===== src/inc/nvm_guard_regs.vh =====
// Notes on behaviour
// - six config words span 0x300000-0x30000B
// - implemented protection bits are one when blank
// - bit1 of code byte: zero guards data NVM
// - bit0 of code byte: zero guards program NVM
// - unimplemented bits read back as one
// - block bit zero blocks foreign table reads
// - boot byte: only bit 1 implemented
// - boot bit zero blocks foreign boot reads
`ifndef NVM_GUARD_REGS_VH
`define NVM_GUARD_REGS_VH

// ****************************************
// configuration space
// ****************************************
`define CFG_BASE_ADDR        24'h300000
`define CFG_LAST_ADDR        24'h30000B
`define CFG_WORD_COUNT       6
`define CFG_BYTE_COUNT       12

// ****************************************
// protection byte offsets
// ****************************************
`define CODE_PROTECT_LOW_OFS 24'h300008
`define BLOCK_RD_PROT_LOW_OFS 24'h30000A
`define BOOT_RD_PROT_HIGH_OFS 24'h30000B

// ****************************************
// field positions and masks
// ****************************************
`define DATA_GUARD_BIT       1
`define PROG_GUARD_BIT       0
`define BOOT_GUARD_BIT       1
`define CODE_PROTECT_IMPL    8'h03
`define BLOCK_RD_IMPL        8'hFF
`define BOOT_RD_IMPL         8'h02

// ****************************************
// blank value and blocked read value
// ****************************************
`define CFG_BLANK_BYTE       8'hFF
`define TBL_BLOCKED_DATA     8'h00

`endif


===== src/rtl/cfg_byte_store.v =====
`timescale 1ns/1ps
`default_nettype none
`include "nvm_guard_regs.vh"
// ****************************************
// twelve-byte configuration store, registered read
// ****************************************
module cfg_byte_store #(
    parameter DEPTH = 12,
    parameter AW    = 4
) (
    // clock and reset
    input  wire          clock_i,
    input  wire          sys_rst_i,
    // write port
    input  wire          wr_en_i,
    input  wire [AW-1:0] wr_addr_i,
    input  wire [7:0]    wr_data_i,
    input  wire [7:0]    wr_impl_i,
    // read port
    input  wire [AW-1:0] rd_addr_i,
    output reg  [7:0]    rd_data_o
);
    reg [7:0] mem_q [0:DEPTH-1];  // stored bytes
    integer   i;

    // blank device erases to ones; unimplemented bits forced to one
    always @(posedge clock_i or posedge sys_rst_i) begin
        if (sys_rst_i) begin
            for (i = 0; i < DEPTH; i = i + 1)
                mem_q[i] <= `CFG_BLANK_BYTE;
            rd_data_o <= `CFG_BLANK_BYTE;
        end else begin
            if (wr_en_i)
                mem_q[wr_addr_i] <= wr_data_i | ~wr_impl_i;
            rd_data_o <= mem_q[rd_addr_i];
        end
    end
endmodule
`default_nettype wire


===== src/rtl/nvm_code_read_protection.v =====
// The APB slave port is this design's own decision.
`timescale 1ns/1ps
`default_nettype none
`include "nvm_guard_regs.vh"
// ****************************************
// nvm code and table read protection
// ****************************************
// holds the configuration bytes, reports the code protection bits and
// filters table reads against the block and boot read protection bits
module nvm_code_read_protection #(
    parameter BLOCKS = 8
) (
    // clock and reset
    input  wire        clock_i,
    input  wire        sys_rst_i,
    // apb slave
    input  wire        psel_i,
    input  wire        penable_i,
    input  wire        pwrite_i,
    input  wire [23:0] paddr_i,
    input  wire [31:0] pwdata_i,
    input  wire [3:0]  pstrb_i,
    output reg         pready_o,
    output reg  [31:0] prdata_o,
    output reg         pslverr_o,
    // table read request
    input  wire        tbl_req_i,
    input  wire [3:0]  tbl_target_blk_i,
    input  wire [3:0]  tbl_source_blk_i,
    input  wire        tbl_target_boot_i,
    input  wire        tbl_source_boot_i,
    input  wire [7:0]  tbl_mem_data_i,
    output reg         tbl_valid_o,
    output reg  [7:0]  tbl_data_o,
    output reg         tbl_blocked_o,
    // protection status
    output reg         data_nvm_guard_n_o,
    output reg         program_nvm_guard_n_o
);
    // ****************************************
    // decode
    // ****************************************
    // every byte address of the configuration space is its own register;
    // the low nibble of the address is the store index, anything outside
    // the space answers with a slave error and changes nothing
    localparam S_IDLE = 2'b00;  // waiting for access
    localparam S_READ = 2'b01;  // store read in flight
    localparam S_DONE = 2'b10;  // answer presented

    reg  [1:0] state_q;                     // apb sequencer
    reg  [7:0] block_table_read_guard_n_q;  // shadow of block byte, low bit = guarded
    reg        boot_table_read_guard_n_q;   // shadow of boot bit, low = guarded
    wire [7:0] store_rd;                    // store read data
    // the shadows mirror the stored bytes so the table filter never waits
    // for a store read; they are loaded by the same write strobe as the store

    // byte index inside configuration space, or out of range
    // index 16 marks an address outside the space
    function [4:0] cfg_index;
        input [23:0] a;
        begin
            if (a >= `CFG_BASE_ADDR && a <= `CFG_LAST_ADDR)
                cfg_index = {1'b0, a[3:0]};
            else
                cfg_index = 5'h10;
        end
    endfunction

    // implemented-bit mask per byte
    // bytes outside the protection set keep every bit writable
    function [7:0] impl_mask;
        input [23:0] a;
        begin
            case (a)
                `CODE_PROTECT_LOW_OFS:  impl_mask = `CODE_PROTECT_IMPL;
                `BLOCK_RD_PROT_LOW_OFS: impl_mask = `BLOCK_RD_IMPL;
                `BOOT_RD_PROT_HIGH_OFS: impl_mask = `BOOT_RD_IMPL;
                default:                impl_mask = 8'hFF;
            endcase
        end
    endfunction

    // address decode, held stable by the master for the whole transfer
    wire [4:0] idx    = cfg_index(paddr_i);  // byte index or out-of-range code
    wire       mapped = ~idx[4];             // address inside configuration space
    wire       access = psel_i & penable_i;  // access phase of a transfer
    // a write commits only at the edge that completes the transfer, when the
    // master samples pready high; an access phase that never ends stores nothing
    wire       wr_hit = access & pwrite_i & mapped & pstrb_i[0]
                        & (state_q == S_DONE) & pready_o;

    // ****************************************
    // configuration storage
    // ****************************************
    // one byte per address; byte lane 0 carries the data
    // unimplemented bits are forced to one on the way in
    // the read port follows the address every cycle
    cfg_byte_store #(
        .DEPTH (`CFG_BYTE_COUNT),
        .AW    (4)
    ) cfg_byte_store_inst (
        .clock_i   (clock_i),
        .sys_rst_i (sys_rst_i),
        .wr_en_i   (wr_hit),
        .wr_addr_i (idx[3:0]),
        .wr_data_i (pwdata_i[7:0]),
        .wr_impl_i (impl_mask(paddr_i)),
        .rd_addr_i (idx[3:0]),
        .rd_data_o (store_rd)
    );

    // ****************************************
    // apb sequencer: writes and unmapped accesses 1 wait, mapped reads 2 waits
    // ****************************************
    // write: access edge raises pready, completing edge stores the byte
    // read: access edge launches the store read, next edge loads prdata
    // pready and pslverr stand for exactly one cycle; prdata holds until the next access loads it
    always @(posedge clock_i or posedge sys_rst_i) begin
        if (sys_rst_i) begin
            state_q   <= S_IDLE;
            pready_o  <= 1'b0;
            prdata_o  <= 32'h0000_0000;
            pslverr_o <= 1'b0;
        end else begin
            case (state_q)
                S_IDLE: begin
                    // take access
                    // writes and unmapped accesses need no store read
                    if (access && (pwrite_i || !mapped)) begin
                        pready_o  <= 1'b1;
                        pslverr_o <= ~mapped;
                        prdata_o  <= 32'h0000_0000;
                        state_q   <= S_DONE;
                    end else if (access) begin
                        state_q <= S_READ;
                    end
                end
                S_READ: begin
                    // store data now valid
                    // upper bytes of prdata read as zero
                    pready_o  <= 1'b1;
                    pslverr_o <= 1'b0;
                    prdata_o  <= {24'h000000, store_rd};
                    state_q   <= S_DONE;
                end
                S_DONE: begin
                    // end of access phase
                    // a write reaches the store and shadows at this edge
                    pready_o  <= 1'b0;
                    pslverr_o <= 1'b0;
                    state_q   <= S_IDLE;
                end
                default: begin
                    // unused code: return to idle
                    state_q <= S_IDLE;
                end
            endcase
        end
    end

    // ****************************************
    // protection shadows, blank value is ones
    // ****************************************
    // the guard outputs only follow writes; reset restores the blank state
    // a write with lane 0 off leaves the shadows alone
    always @(posedge clock_i or posedge sys_rst_i) begin
        if (sys_rst_i) begin
            data_nvm_guard_n_o         <= 1'b1;
            program_nvm_guard_n_o      <= 1'b1;
            block_table_read_guard_n_q <= `CFG_BLANK_BYTE;
            boot_table_read_guard_n_q  <= 1'b1;
        end else if (wr_hit) begin
            // update shadow on write of its byte
            if (paddr_i == `CODE_PROTECT_LOW_OFS) begin
                data_nvm_guard_n_o    <= pwdata_i[`DATA_GUARD_BIT];
                program_nvm_guard_n_o <= pwdata_i[`PROG_GUARD_BIT];
            end
            if (paddr_i == `BLOCK_RD_PROT_LOW_OFS)
                block_table_read_guard_n_q <= pwdata_i[7:0];
            if (paddr_i == `BOOT_RD_PROT_HIGH_OFS)
                boot_table_read_guard_n_q <= pwdata_i[`BOOT_GUARD_BIT];
        end
    end

    // ****************************************
    // table read filter
    // ****************************************
    reg tbl_block_d;  // this request is blocked
    // a read from inside its own block is never filtered
    // block numbers at or above BLOCKS are never guarded
    always @* begin
        tbl_block_d = 1'b0;
        if (tbl_target_boot_i) begin
            // boot block, guarded against any other block
            tbl_block_d = ~boot_table_read_guard_n_q & ~tbl_source_boot_i;
        end else if (tbl_target_blk_i < BLOCKS) begin
            tbl_block_d = ~block_table_read_guard_n_q[tbl_target_blk_i[2:0]]
                          & (tbl_source_boot_i
                             | (tbl_source_blk_i != tbl_target_blk_i));
        end
    end

    // answer one cycle after request; memory never written here
    // a blocked read still answers, with zero, so the requester never stalls
    always @(posedge clock_i or posedge sys_rst_i) begin
        if (sys_rst_i) begin
            tbl_valid_o   <= 1'b0;
            tbl_data_o    <= 8'h00;
            tbl_blocked_o <= 1'b0;
        end else begin
            tbl_valid_o   <= tbl_req_i;
            tbl_blocked_o <= tbl_req_i & tbl_block_d;
            if (tbl_req_i)
                tbl_data_o <= tbl_block_d ? `TBL_BLOCKED_DATA : tbl_mem_data_i;
        end
    end
endmodule
`default_nettype wire


===== config.mk =====
export PLATFORM = sky130hd
export DESIGN_NAME = nvm_code_read_protection
export DESIGN_NICKNAME = d
export VERILOG_FILES = /design/src/rtl/cfg_byte_store.v /design/src/rtl/nvm_code_read_protection.v
export VERILOG_INCLUDE_DIRS = /design/src /design/src/inc
export SDC_FILE = /design/constraint.sdc
export NUM_CORES = 1
export LEC_CHECK = 0
export BUFFER_PORTS_ARGS = -buffer_cell sky130_fd_sc_hd__buf_2
export CAP_MARGIN = 20
export CORE_ASPECT_RATIO = 0.8
export CORE_MARGIN = 2
export CORE_UTILIZATION = 35
export DETAILED_ROUTE_END_ITERATION = 8
export MAX_ROUTING_LAYER = met4
export PLACE_DENSITY = 0.57
export SLEW_MARGIN = 20
export SYNTH_ARGS = -nofsm -noshare
export SYNTH_HDL_FRONTEND = slang
export SYNTH_HIERARCHICAL = 1
export SYNTH_SLANG_ARGS = --single-unit

===== constraint.sdc =====
create_clock -name clock_i -period 3.6 [get_ports clock_i]
set_input_delay 0.36 -clock clock_i [delete_from_list [all_inputs] [get_ports clock_i]]
set_output_delay 0.36 -clock clock_i [all_outputs]
set_load 0.02 [all_outputs]

==> results_tabular.tex, run 1 <==
\begin{tabular}{lr}
\hline
Metric & Value \\
\hline
\multicolumn{2}{l}{\textbf{Final layout}} \\
Filler cell count in the final layout & between 1500 and 2000 \\
Sequential standard cell area & between 3000 and 4000 µm² \\
Relative area change from synthesis to final layout & 17.3\% \\
Post-route non-filler standard cell count & 852 \\
Net count, final & approximately 670 \\
Number of antenna diodes & 0 \\
Area used by multi-input combinational logic & between 3000 and 4000 µm² \\
Layout cells sized above 1 & 0.684 \\
\multicolumn{2}{l}{\textbf{Min path}} \\
Launch point of the worst hold path & tbl\_mem\_data\_i[0] \\
Path category of the worst min-delay check & primary input to flop \\
Terminating pin of the worst hold path & tbl\_data\_o[0] \\
Worst Hold Depth & 2 \\
\multicolumn{2}{l}{\textbf{Clocking}} \\
CTS clk-pin slew, worst paths & 0.06 ns \\
Cts bufs inserted & 17 \\
CTS H-Tree Depth & 4 \\
Post-CTS setup buffer count & 0 \\
Clock latency on the worst-skew pair & $\sim$0.43 ns \\
Sinks on Clock Net & between 100 and 150 \\
CTS tree & built \\
Clock buffer depth & 2 \\
Clk Tree Root Cell & clkbuf\_16 \\
\multicolumn{2}{l}{\textbf{STA}} \\
Max-Slew Margin vs Limit & 0.454 \\
Fraction of the cycle the final worst path needs & 0.762 \\
Total Negative Setup Slacks & 0 ns \\
Setup repair after global routing missed its margin & no \\
Peak Freq & around 0.36 GHz \\
Hold violation total from the final report & 0 \\
Actual slew at the worst max-slew pin & 0.817 ns \\
Final setup vio count & 0 \\
Worst clock skew & $\sim$0.007 ns \\
Max-slew violation count & 0 \\
Post-layout minimum cycle time & about 2.7 ns \\
\multicolumn{2}{l}{\textbf{Synth}} \\
Post-Syn Area & around 6900 µm² \\
Most area-hungry cell type in the Yosys netlist & dfstp\_2 \\
Share of flip-flops with an asynchronous set or reset after synthesis & 1.00 \\
Syn Inst Count & about 500 \\
Count of warnings emitted by yosys & 6 \\
Top flip-flop cell by instance count after synthesis & dfstp\_2 \\
Fraction of synthesized cell area taken by the top area cell type & 0.438 \\
Synth area leaders & dfstp\_2 44\%, mux2\_2 18\%, dfrtp\_1 8.0\% \\
Number of enable-type register cells in the synthesized netlist & 0 \\
Most frequent cell after synthesis & dfstp\_2 \\
Top cells by instance count after synthesis & 115 x dfstp\_2, 113 x mux2\_2, 27 x buf\_4 \\
Number of flip-flops and latches in the synthesized netlist & approximately 140 \\
Unique cell type count in the Yosys netlist & 57 \\
Register area share after synthesis & 0.518 \\
Mean cell area of the mapped netlist & $\sim$14 µm² \\
\multicolumn{2}{l}{\textbf{Die}} \\
Chip Width & between 150 and 200 µm \\
Area of the core & 19100 µm² \\
Vertical die dimension & $\sim$130 µm \\
Full die area & about 21000 µm² \\
Top-level I/O count & 130 \\
Std cell rows & between 40 and 50 \\
Starting density of the core & 0.360 \\
\multicolumn{2}{l}{\textbf{Pwr}} \\
Share of total power in sequential cells & 0.432 \\
Internal Pwr Total & about 2.8 mW \\
Post-layout total power & between 3 and 4 mW \\
Proportion of power drawn by the clock network & 0.481 \\
Net Switching & between 0.9 and 1 mW \\
Leakage power summed over all cells & approximately 3.5 nW \\
Pwr dens & 456 nW/µm² \\
Share of power burned in combinational logic & 0.087 \\
Peak supply drop & 301 µV \\
Sw Share & 0.250 \\
\multicolumn{2}{l}{\textbf{Setup path}} \\
Worst reg2reg path depth & 8 \\
Worst setup path category & primary input to flop \\
Worst EP required & between 3 and 4 ns \\
Maximum fanout encountered on the critical timing path & 18 \\
Data arrival time of the critical path & around 3.0 ns \\
FF-to-FF setup slack & 0.96 ns \\
Capturing element type of the critical path & flop \\
Worst reg2reg path endpoint & cfg\_byte\_store\_inst/mem\_q[12] \\
Worst setup path startpoint & paddr\_i[12] \\
Kind of start point of the critical path & primary input \\
Source of the worst register-to-register timing path & state\_q[0] \\
\multicolumn{2}{l}{\textbf{Detailed routing}} \\
Pre-Repair DR Iteration Count & 4 \\
Count of nets left with antenna violations after detail routing & 0 \\
Sum of routed wire length over all layers & between 15000 and 20000 µm \\
Average via count per standard cell & $\sim$5.0 \\
DRC viols & 0 \\
Vias after detailed routing & approximately 4300 \\
Average detailed-routed wire length per instance & around 18 µm \\
1st-iter DRT viols & 233 \\
\multicolumn{2}{l}{\textbf{Placed design}} \\
Count of buffers from port buffering & 78 \\
Post-detailed-placement half-perimeter wirelength & $\sim$11000 µm \\
Placed Cells & between 800 and 900 \\
Placer Congestion & between 0.8 and 0.9 \\
\multicolumn{2}{l}{\textbf{Status}} \\
Result of the run & completed \\
\multicolumn{2}{l}{\textbf{GRT}} \\
Antenna violations before repair & 0 \\
Total routing usage reported by global routing & 0.162 \\
Maximum number of pins on one net before global-route repair & between 40 and 50 \\
First-pass GRT wire length & about 25000 µm \\
Total grt overflow & 0 \\
Number of global-route vias before repair & between 4000 and 5000 \\
\multicolumn{2}{l}{\textbf{Flow run}} \\
Max-Cap Viols & 0 \\
\hline
\end{tabular}
-- what timing repair did --
item,4_1_cts,5_1_grt
resized for setup,0,0
hold endpoints to repair,6,0
hold buffers,1,0
-- per-layer routing --
layer,GRT usage,wire [µm],share of wire
met1,0.221,7670,0.49
met2,0.239,6920,0.44
met5,-,0,0
met4,0.0599,348,0.022
met3,0.0355,632,0.041
-- final cells by class --
class,instances,share of cell area
clock buffer,18,0.0530
sequential,137,0.441
timing repair buffer,91,0.0606
tap,258,0.0399
inverter,6,0.00294
multi-input combinational,328,0.381
clock inverter,14,0.0215
-- worst max path at each step --
stage	endpoint	slack, ns
after floorplan	cfg_byte_store_inst/mem_q[32]	0.81
final	cfg_byte_store_inst/rd_data_o[1]	0.86
after detailed placement	cfg_byte_store_inst/rd_data_o[1]	0.44
after CTS	cfg_byte_store_inst/rd_data_o[3]	0.87
after global routing	cfg_byte_store_inst/rd_data_o[1]	0.61
after global placement	cfg_byte_store_inst/rd_data_o[0]	0.50
-- flip-flops by register name, summed over array words and instances (netlist names) --
register                       cells
tbl_data_o                         8
cfg_byte_store_inst/mem_q         96
program_nvm_guard_n_o              1
pready_o                           1
tbl_blocked_o                      1
data_nvm_guard_n_o                 1
boot_table_read_guard_n_q          1
tbl_valid_o                        1
cfg_byte_store_inst/rd_data_o      8
prdata_o                           8
block_table_read_guard_n_q         8
state_q                            2
pslverr_o                          1
-- cell usage in the layout (no fill, tap or decap), types with 5 or more instances in the layout --
| master | n |
|---|---|
| dfstp_2 | 115 |
| dfrtp_1 | 22 |
| mux4_2 | 18 |
| o22ai_1 | 9 |
| nand2b_1 | 10 |
| nor2b_1 | 13 |
| conb_1 | 25 |
| nor2_1 | 14 |
| nor4_1 | 5 |
| a22o_1 | 8 |
| a31o_2 | 8 |
| o31ai_1 | 8 |
| buf_2 | 78 |
| mux2_4 | 10 |
| mux2_2 | 113 |
| buf_4 | 12 |
| inv_1 | 5 |
| clkbuf_16 | 17 |
| nand2_1 | 18 |
| nand3_1 | 5 |
-- stage by stage --
step                      hold slack, ns  area (µm²)  setup slack [ns]   util
after floorplan                    0.391        6990             0.811      -
after global placement             0.300        7480             0.499  0.391
final                              0.175        8090             0.857  0.423
after global routing               0.164        8090             0.607  0.423
after CTS                          0.160        8090             0.869  0.423
after detailed placement           0.303        7480             0.439  0.391
-- critical path, stage by stage --
cell and delay, ns:
buf_2 0.11, nor4_2 0.38, nand4_1 0.30, nor2_1 0.24, and2_2 0.48, buf_4 0.38, mux2_2 0.21, o22ai_1 0.10
o31ai_1 0.45
-- power by group through the flow --
stage | clock [mW] | combinational, mW | sequential (mW)
4_1_cts | 1.81 | 0.321 | 1.59
6_report | 1.78 | 0.321 | 1.59
2_1_floorplan | 0 | 0.196 | 1.64
3_3_place_gp | 0 | 0.307 | 1.61
5_1_grt | 1.88 | 0.353 | 1.60
3_5_place_dp | 0 | 0.320 | 1.62
-- cells by family after synthesis --
group                      share of synthesized area
adders and majority gates                    0.00544
DFF                                            0.518
muxes                                          0.266
xor gates and xnor gates                     0.00508
buffers and inverters                         0.0482
AOI/OAI and AO/OA                             0.0486
other                                        0.00109
and+or+nand+nor                                0.107
No activity file was read; power rests on OpenSTA's default activity.
==> run 2: changes to the inputs <==
- clock period: 3.6 -> 2.6 ns (I/O delays scaled with it)
==> results_tabular.tex, run 2 (same netlist as run 1, synthesis figures left out) <==
\begin{tabular}{lr}
\hline
Metric & Value \\
\hline
\multicolumn{2}{l}{\textbf{Status}} \\
Result of the run & completed \\
\multicolumn{2}{l}{\textbf{Min path}} \\
Path category of the worst min-delay check & primary input to flop \\
Worst Hold Depth & 2 \\
\multicolumn{2}{l}{\textbf{Final layout}} \\
Largest register FFs & 96 \\
Post-route non-filler standard cell count & 878 \\
Total non-filler cell area in the finished layout & 8390 µm² \\
Number of antenna diodes & 0 \\
Largest reg by FF count & cfg\_byte\_store\_inst/mem\_q \\
Layout cells sized above 1 & 0.697 \\
Most common library cell in the layout ignoring fill and taps & dfstp\_2 \\
Net count, final & around 700 \\
Relative area change from synthesis to final layout & 21.7\% \\
Top library cells by usage in the layout, fill and taps aside & 115 x dfstp\_2, 113 x mux2\_2, 78 x buf\_2, 32 x buf\_4, 25 x conb\_1 \\
\multicolumn{2}{l}{\textbf{Clocking}} \\
Clock latency on the worst-skew pair & roughly 0.42 ns \\
Cts bufs inserted & 17 \\
Clk Tree Root Cell & clkbuf\_16 \\
Sinks on Clock Net & around 140 \\
CTS H-Tree Depth & 4 \\
CTS clk-pin slew, worst paths & about 0.060 ns \\
Clock buffer depth & 2 \\
CTS tree & built \\
\multicolumn{2}{l}{\textbf{STA}} \\
Max-slew violation count & 0 \\
Post-layout minimum cycle time & 2.44 ns \\
Actual slew at the worst max-slew pin & 0.751 ns \\
Peak Freq & a little over 0.4 GHz \\
Setup repair after global routing missed its margin & no \\
Max-Slew Margin vs Limit & 0.497 \\
Fraction of the cycle the final worst path needs & 0.938 \\
Fin Hold WS & roughly 0.076 ns \\
Final setup vio count & 0 \\
Worst clock skew & 0.0104 ns \\
Hold violation total from the final report & 0 \\
\multicolumn{2}{l}{\textbf{GRT}} \\
Maximum number of pins on one net before global-route repair & between 100 and 150 \\
Total routing usage reported by global routing & 0.165 \\
Antenna violations before repair & 0 \\
Number of global-route vias before repair & approximately 4600 \\
Total grt overflow & 0 \\
First-pass GRT wire length & $\sim$25000 µm \\
\multicolumn{2}{l}{\textbf{Die}} \\
Std cell rows & 45 \\
Full die area & around 21000 µm² \\
Top-level I/O count & 130 \\
Area of the core & between 15000 and 20000 µm² \\
Vertical die dimension & 130 µm \\
Starting density of the core & 0.360 \\
Chip Width & 161 µm \\
\multicolumn{2}{l}{\textbf{Pwr}} \\
Peak supply drop & 314 µV \\
Leakage power summed over all cells & 3.63 nW \\
Pwr dens & 622 nW/µm² \\
\multicolumn{2}{l}{\textbf{Setup path}} \\
Kind of start point of the critical path & flop \\
Worst EP required & approximately 3 ns \\
Worst setup path category & flop to flop \\
Capturing element type of the critical path & flop \\
Data arrival time of the critical path & approximately 2.8 ns \\
FF-to-FF setup slack & $\sim$0.16 ns \\
Worst reg2reg path depth & 6 \\
Maximum fanout encountered on the critical timing path & 8 \\
\multicolumn{2}{l}{\textbf{Placed design}} \\
Placer Congestion & 0.844 \\
Post-detailed-placement half-perimeter wirelength & 11100 µm \\
Post-placement cell area & approximately 7800 µm² \\
Placed Cells & 845 \\
Count of buffers from port buffering & around 80 \\
\multicolumn{2}{l}{\textbf{Detailed routing}} \\
Pre-Repair DR Iteration Count & 4 \\
Average detailed-routed wire length per instance & $\sim$18 µm \\
DRC viols & 0 \\
Average via count per standard cell & between 4 and 5 \\
1st-iter DRT viols & 220 \\
Vias after detailed routing & around 4300 \\
Count of nets left with antenna violations after detail routing & 0 \\
Sum of routed wire length over all layers & 15500 µm \\
\multicolumn{2}{l}{\textbf{Flow run}} \\
Max-Cap Viols & 0 \\
\hline
\end{tabular}
-- run 2: layer usage --
layer  track usage  wire, µm
met1         0.215      7570
met2         0.260      7110
met3        0.0397       681
met4        0.0446       132
met5             -         0
-- run 2: worst paths after layout --
check	startpoint	to
hold / removal	tbl_mem_data_i[7]	tbl_data_o[7]
min in group asynchronous	sys_rst_i	prdata_o[5]
setup / recovery	state_q[0]	block_table_read_guard_n_q[2]
hold reg to reg	prdata_o[2]	prdata_o[2]
setup reg to reg	state_q[0]	block_table_read_guard_n_q[2]
max in group asynchronous	sys_rst_i	block_table_read_guard_n_q[0]
-- run 2: stage by stage --
stage	worst slack [ns]	power (mW)	setup TNS, ns	utilization
floorplan	0.199	2.54	0	-
global placement	-0.0180	2.68	-0.0180	0.405
detailed placement	-0.0930	2.69	-0.308	0.405
CTS	0.146	5.27	0	0.438
global route	0.0122	5.45	0	0.438
finish	0.160	5.22	0	0.438
-- run 2: what timing repair did --
item,in CTS,in global routing
hold buffers,1,0
gates resized for setup,0,0
buffers inserted,0,0
hold endpoints to repair,8,0
setup endpoints to repair,0,0
-- run 2: power by group --
group	internal (mW)	switching [mW]	total [mW]
Sequential	2.18	0.0271	2.21
Clock	1.61	0.944	2.56
Combinational	0.158	0.302	0.460
-- run 2: final cells by class --
cell class,instances,area [µm²]
Inverter,6,23.8
Multi-Input combinational cell,328,3090
Sequential cell,137,3570
Fill cell,1736,10700
Clock buffer,18,429
Clock inverter,14,198
Timing Repair Buffer,117,761
Tap cell,258,323
-- run 2: worst max-delay path: stages (launching register included) --
cell     delay, ns
dfrtp_1       0.40
inv_1         0.09
ha_1          0.21
nand4_1       0.16
or3_1         0.35
or4_1         0.74
mux2_4        0.40
==> run 3: changes to the inputs <==
- CORE_ASPECT_RATIO: 0.8 -> 0.7
==> results_tabular.tex, run 3 (same netlist as run 1, synthesis figures left out) <==
\begin{tabular}{lr}
\hline
Metric & Value \\
\hline
\multicolumn{2}{l}{\textbf{Clocking}} \\
CTS H-Tree Depth & 4 \\
Clock buffer depth & 2 \\
CTS clk-pin slew, worst paths & 0.06 ns \\
Clock latency on the worst-skew pair & 0.42 ns \\
Cts bufs inserted & 17 \\
Clk Tree Root Cell & clkbuf\_16 \\
CTS tree & built \\
Sinks on Clock Net & between 100 and 150 \\
Post-CTS setup buffer count & 0 \\
\multicolumn{2}{l}{\textbf{Min path}} \\
Path category of the worst min-delay check & primary input to flop \\
Launch point of the worst hold path & tbl\_mem\_data\_i[0] \\
\multicolumn{2}{l}{\textbf{Setup path}} \\
Maximum fanout encountered on the critical timing path & 8 \\
Worst EP required & between 2 and 3 ns \\
Capturing element type of the critical path & flop \\
Source of the worst register-to-register timing path & state\_q[0] \\
Kind of start point of the critical path & flop \\
Worst setup path category & flop to flop \\
Data arrival time of the critical path & $\sim$2.7 ns \\
Worst setup path startpoint & state\_q[0] \\
\multicolumn{2}{l}{\textbf{Final layout}} \\
Filler cell count in the final layout & 1742 \\
Total non-filler cell area in the finished layout & about 8400 µm² \\
Net count, final & 695 \\
Largest reg by FF count & cfg\_byte\_store\_inst/mem\_q \\
Largest register FFs & 96 \\
Layout cells sized above 1 & 0.700 \\
Number of antenna diodes & 0 \\
Most common library cell in the layout ignoring fill and taps & dfstp\_2 \\
Post-route non-filler standard cell count & 885 \\
Relative area change from synthesis to final layout & 22.3\% \\
Top library cells by usage in the layout, fill and taps aside & 115 x dfstp\_2, 113 x mux2\_2, 78 x buf\_2, 29 x buf\_4, 25 x conb\_1 \\
\multicolumn{2}{l}{\textbf{STA}} \\
Max-Slew Margin vs Limit & 0.447 \\
Setup repair after global routing missed its margin & no \\
Hold violation total from the final report & 0 \\
Peak Freq & 0.422 GHz \\
Final setup vio count & 0 \\
Actual slew at the worst max-slew pin & 0.826 ns \\
Max-slew violation count & 0 \\
Fraction of the cycle the final worst path needs & 0.912 \\
Post-layout minimum cycle time & approximately 2.4 ns \\
Worst clock skew & about 0.0094 ns \\
\multicolumn{2}{l}{\textbf{Detailed routing}} \\
Sum of routed wire length over all layers & between 15000 and 20000 µm \\
1st-iter DRT viols & 184 \\
DRC viols & 0 \\
Count of nets left with antenna violations after detail routing & 0 \\
Average detailed-routed wire length per instance & roughly 18 µm \\
Vias after detailed routing & between 4000 and 5000 \\
Average via count per standard cell & approximately 5.0 \\
Pre-Repair DR Iteration Count & 6 \\
\multicolumn{2}{l}{\textbf{Placed design}} \\
Post-placement cell area & $\sim$8000 µm² \\
Placed Cells & approximately 850 \\
Count of buffers from port buffering & 78 \\
Placer Congestion & 0.816 \\
Post-detailed-placement half-perimeter wirelength & between 10000 and 15000 µm \\
\multicolumn{2}{l}{\textbf{Die}} \\
Top-level I/O count & 130 \\
Starting density of the core & 0.361 \\
Area of the core & roughly 19000 µm² \\
Std cell rows & 42 \\
Vertical die dimension & 121 µm \\
Chip Width & 172 µm \\
Full die area & 20900 µm² \\
\multicolumn{2}{l}{\textbf{GRT}} \\
Total grt overflow & 0 \\
First-pass GRT wire length & approximately 26000 µm \\
Maximum number of pins on one net before global-route repair & 48 \\
Antenna violations before repair & 0 \\
Number of global-route vias before repair & around 4700 \\
Total routing usage reported by global routing & 0.169 \\
\multicolumn{2}{l}{\textbf{Pwr}} \\
Leakage power summed over all cells & between 3 and 4 nW \\
Peak supply drop & around 400 µV \\
Pwr dens & approximately 610 nW/µm² \\
\multicolumn{2}{l}{\textbf{Status}} \\
Result of the run & completed \\
\multicolumn{2}{l}{\textbf{Flow run}} \\
Max-Cap Viols & 0 \\
\hline
\end{tabular}
[run 3: cell types whose count changed in the layout (fill, tap and decap cells not counted), sizes merged]
| cell | before | now |
|---|---|---|
| clkinvlp | 3 | 1 |
| bufinv | 4 | 2 |
| inv | 7 | 11 |
| buf | 116 | 117 |
[run 3: per-stage QoR]
step | hold slack, ns | setup slack (ns) | utilization | total power, mW | setup TNS, ns
floorplan | 0.291 | 0.199 | - | 2.54 | 0
global placement | 0.167 | 0.0256 | 0.409 | 2.68 | 0
detailed placement | 0.177 | -0.0439 | 0.409 | 2.70 | -0.304
CTS | 0.0721 | 0.242 | 0.441 | 5.16 | 0
global route | 0.0846 | 0.0427 | 0.441 | 5.33 | 0
finish | 0.0874 | 0.228 | 0.441 | 5.12 | 0
[run 3: worst paths after layout]
check	to	slack [ns]	depth (start not counted)
setup reg to reg	cfg_byte_store_inst/mem_q[54]	0.23	8
hold reg to reg	prdata_o[3]	0.49	1
min in group asynchronous	prdata_o[4]	0.29	3
hold / removal	tbl_data_o[0]	0.09	2
max in group asynchronous	cfg_byte_store_inst/mem_q[28]	1.36	4
setup / recovery	cfg_byte_store_inst/mem_q[54]	0.23	8
[run 3: final cells by class]
| type | count | area, µm² | share of cell area |
|---|---|---|---|
| clock buffers | 18 | 439 | 0.0521 |
| flip-flops and latches | 137 | 3570 | 0.424 |
| multi-input cells | 328 | 3090 | 0.366 |
| inverters | 6 | 23.8 | 0.00282 |
| clock inverters | 14 | 163 | 0.0193 |
| well taps | 264 | 330 | 0.0392 |
| repair buffers | 118 | 818 | 0.0970 |
[run 3: layer usage]
metal  up-vias  GRT usage  wire length, µm
met5         -          -                0
met1      2291      0.238             8060
li1       1999          -                -
met3         5     0.0329              625
met2        87      0.254             7160
met4         0     0.0368               72
[run 3: worst max-delay path: stages (launching register included)]
cell,delay (ns)
dfrtp_1,0.40
inv_1,0.11
ha_1,0.21
nand4_1,0.18
nor4_2,0.20
buf_4,0.22
nand3b_1,0.16
nor2_2,0.43
mux2_2,0.39
[run 3: what timing repair did]
action / 4_1_cts / 5_1_grt
gates resized for setup: 0 / 0
endpoints found under the hold margin: 4 / 0
hold buffers: 1 / 0
[run 3: report_power, final]
| group | switching, mW | internal (mW) |
|---|---|---|
| registers | 0.0235 | 2.18 |
| clock network | 0.984 | 1.46 |
| logic | 0.308 | 0.158 |
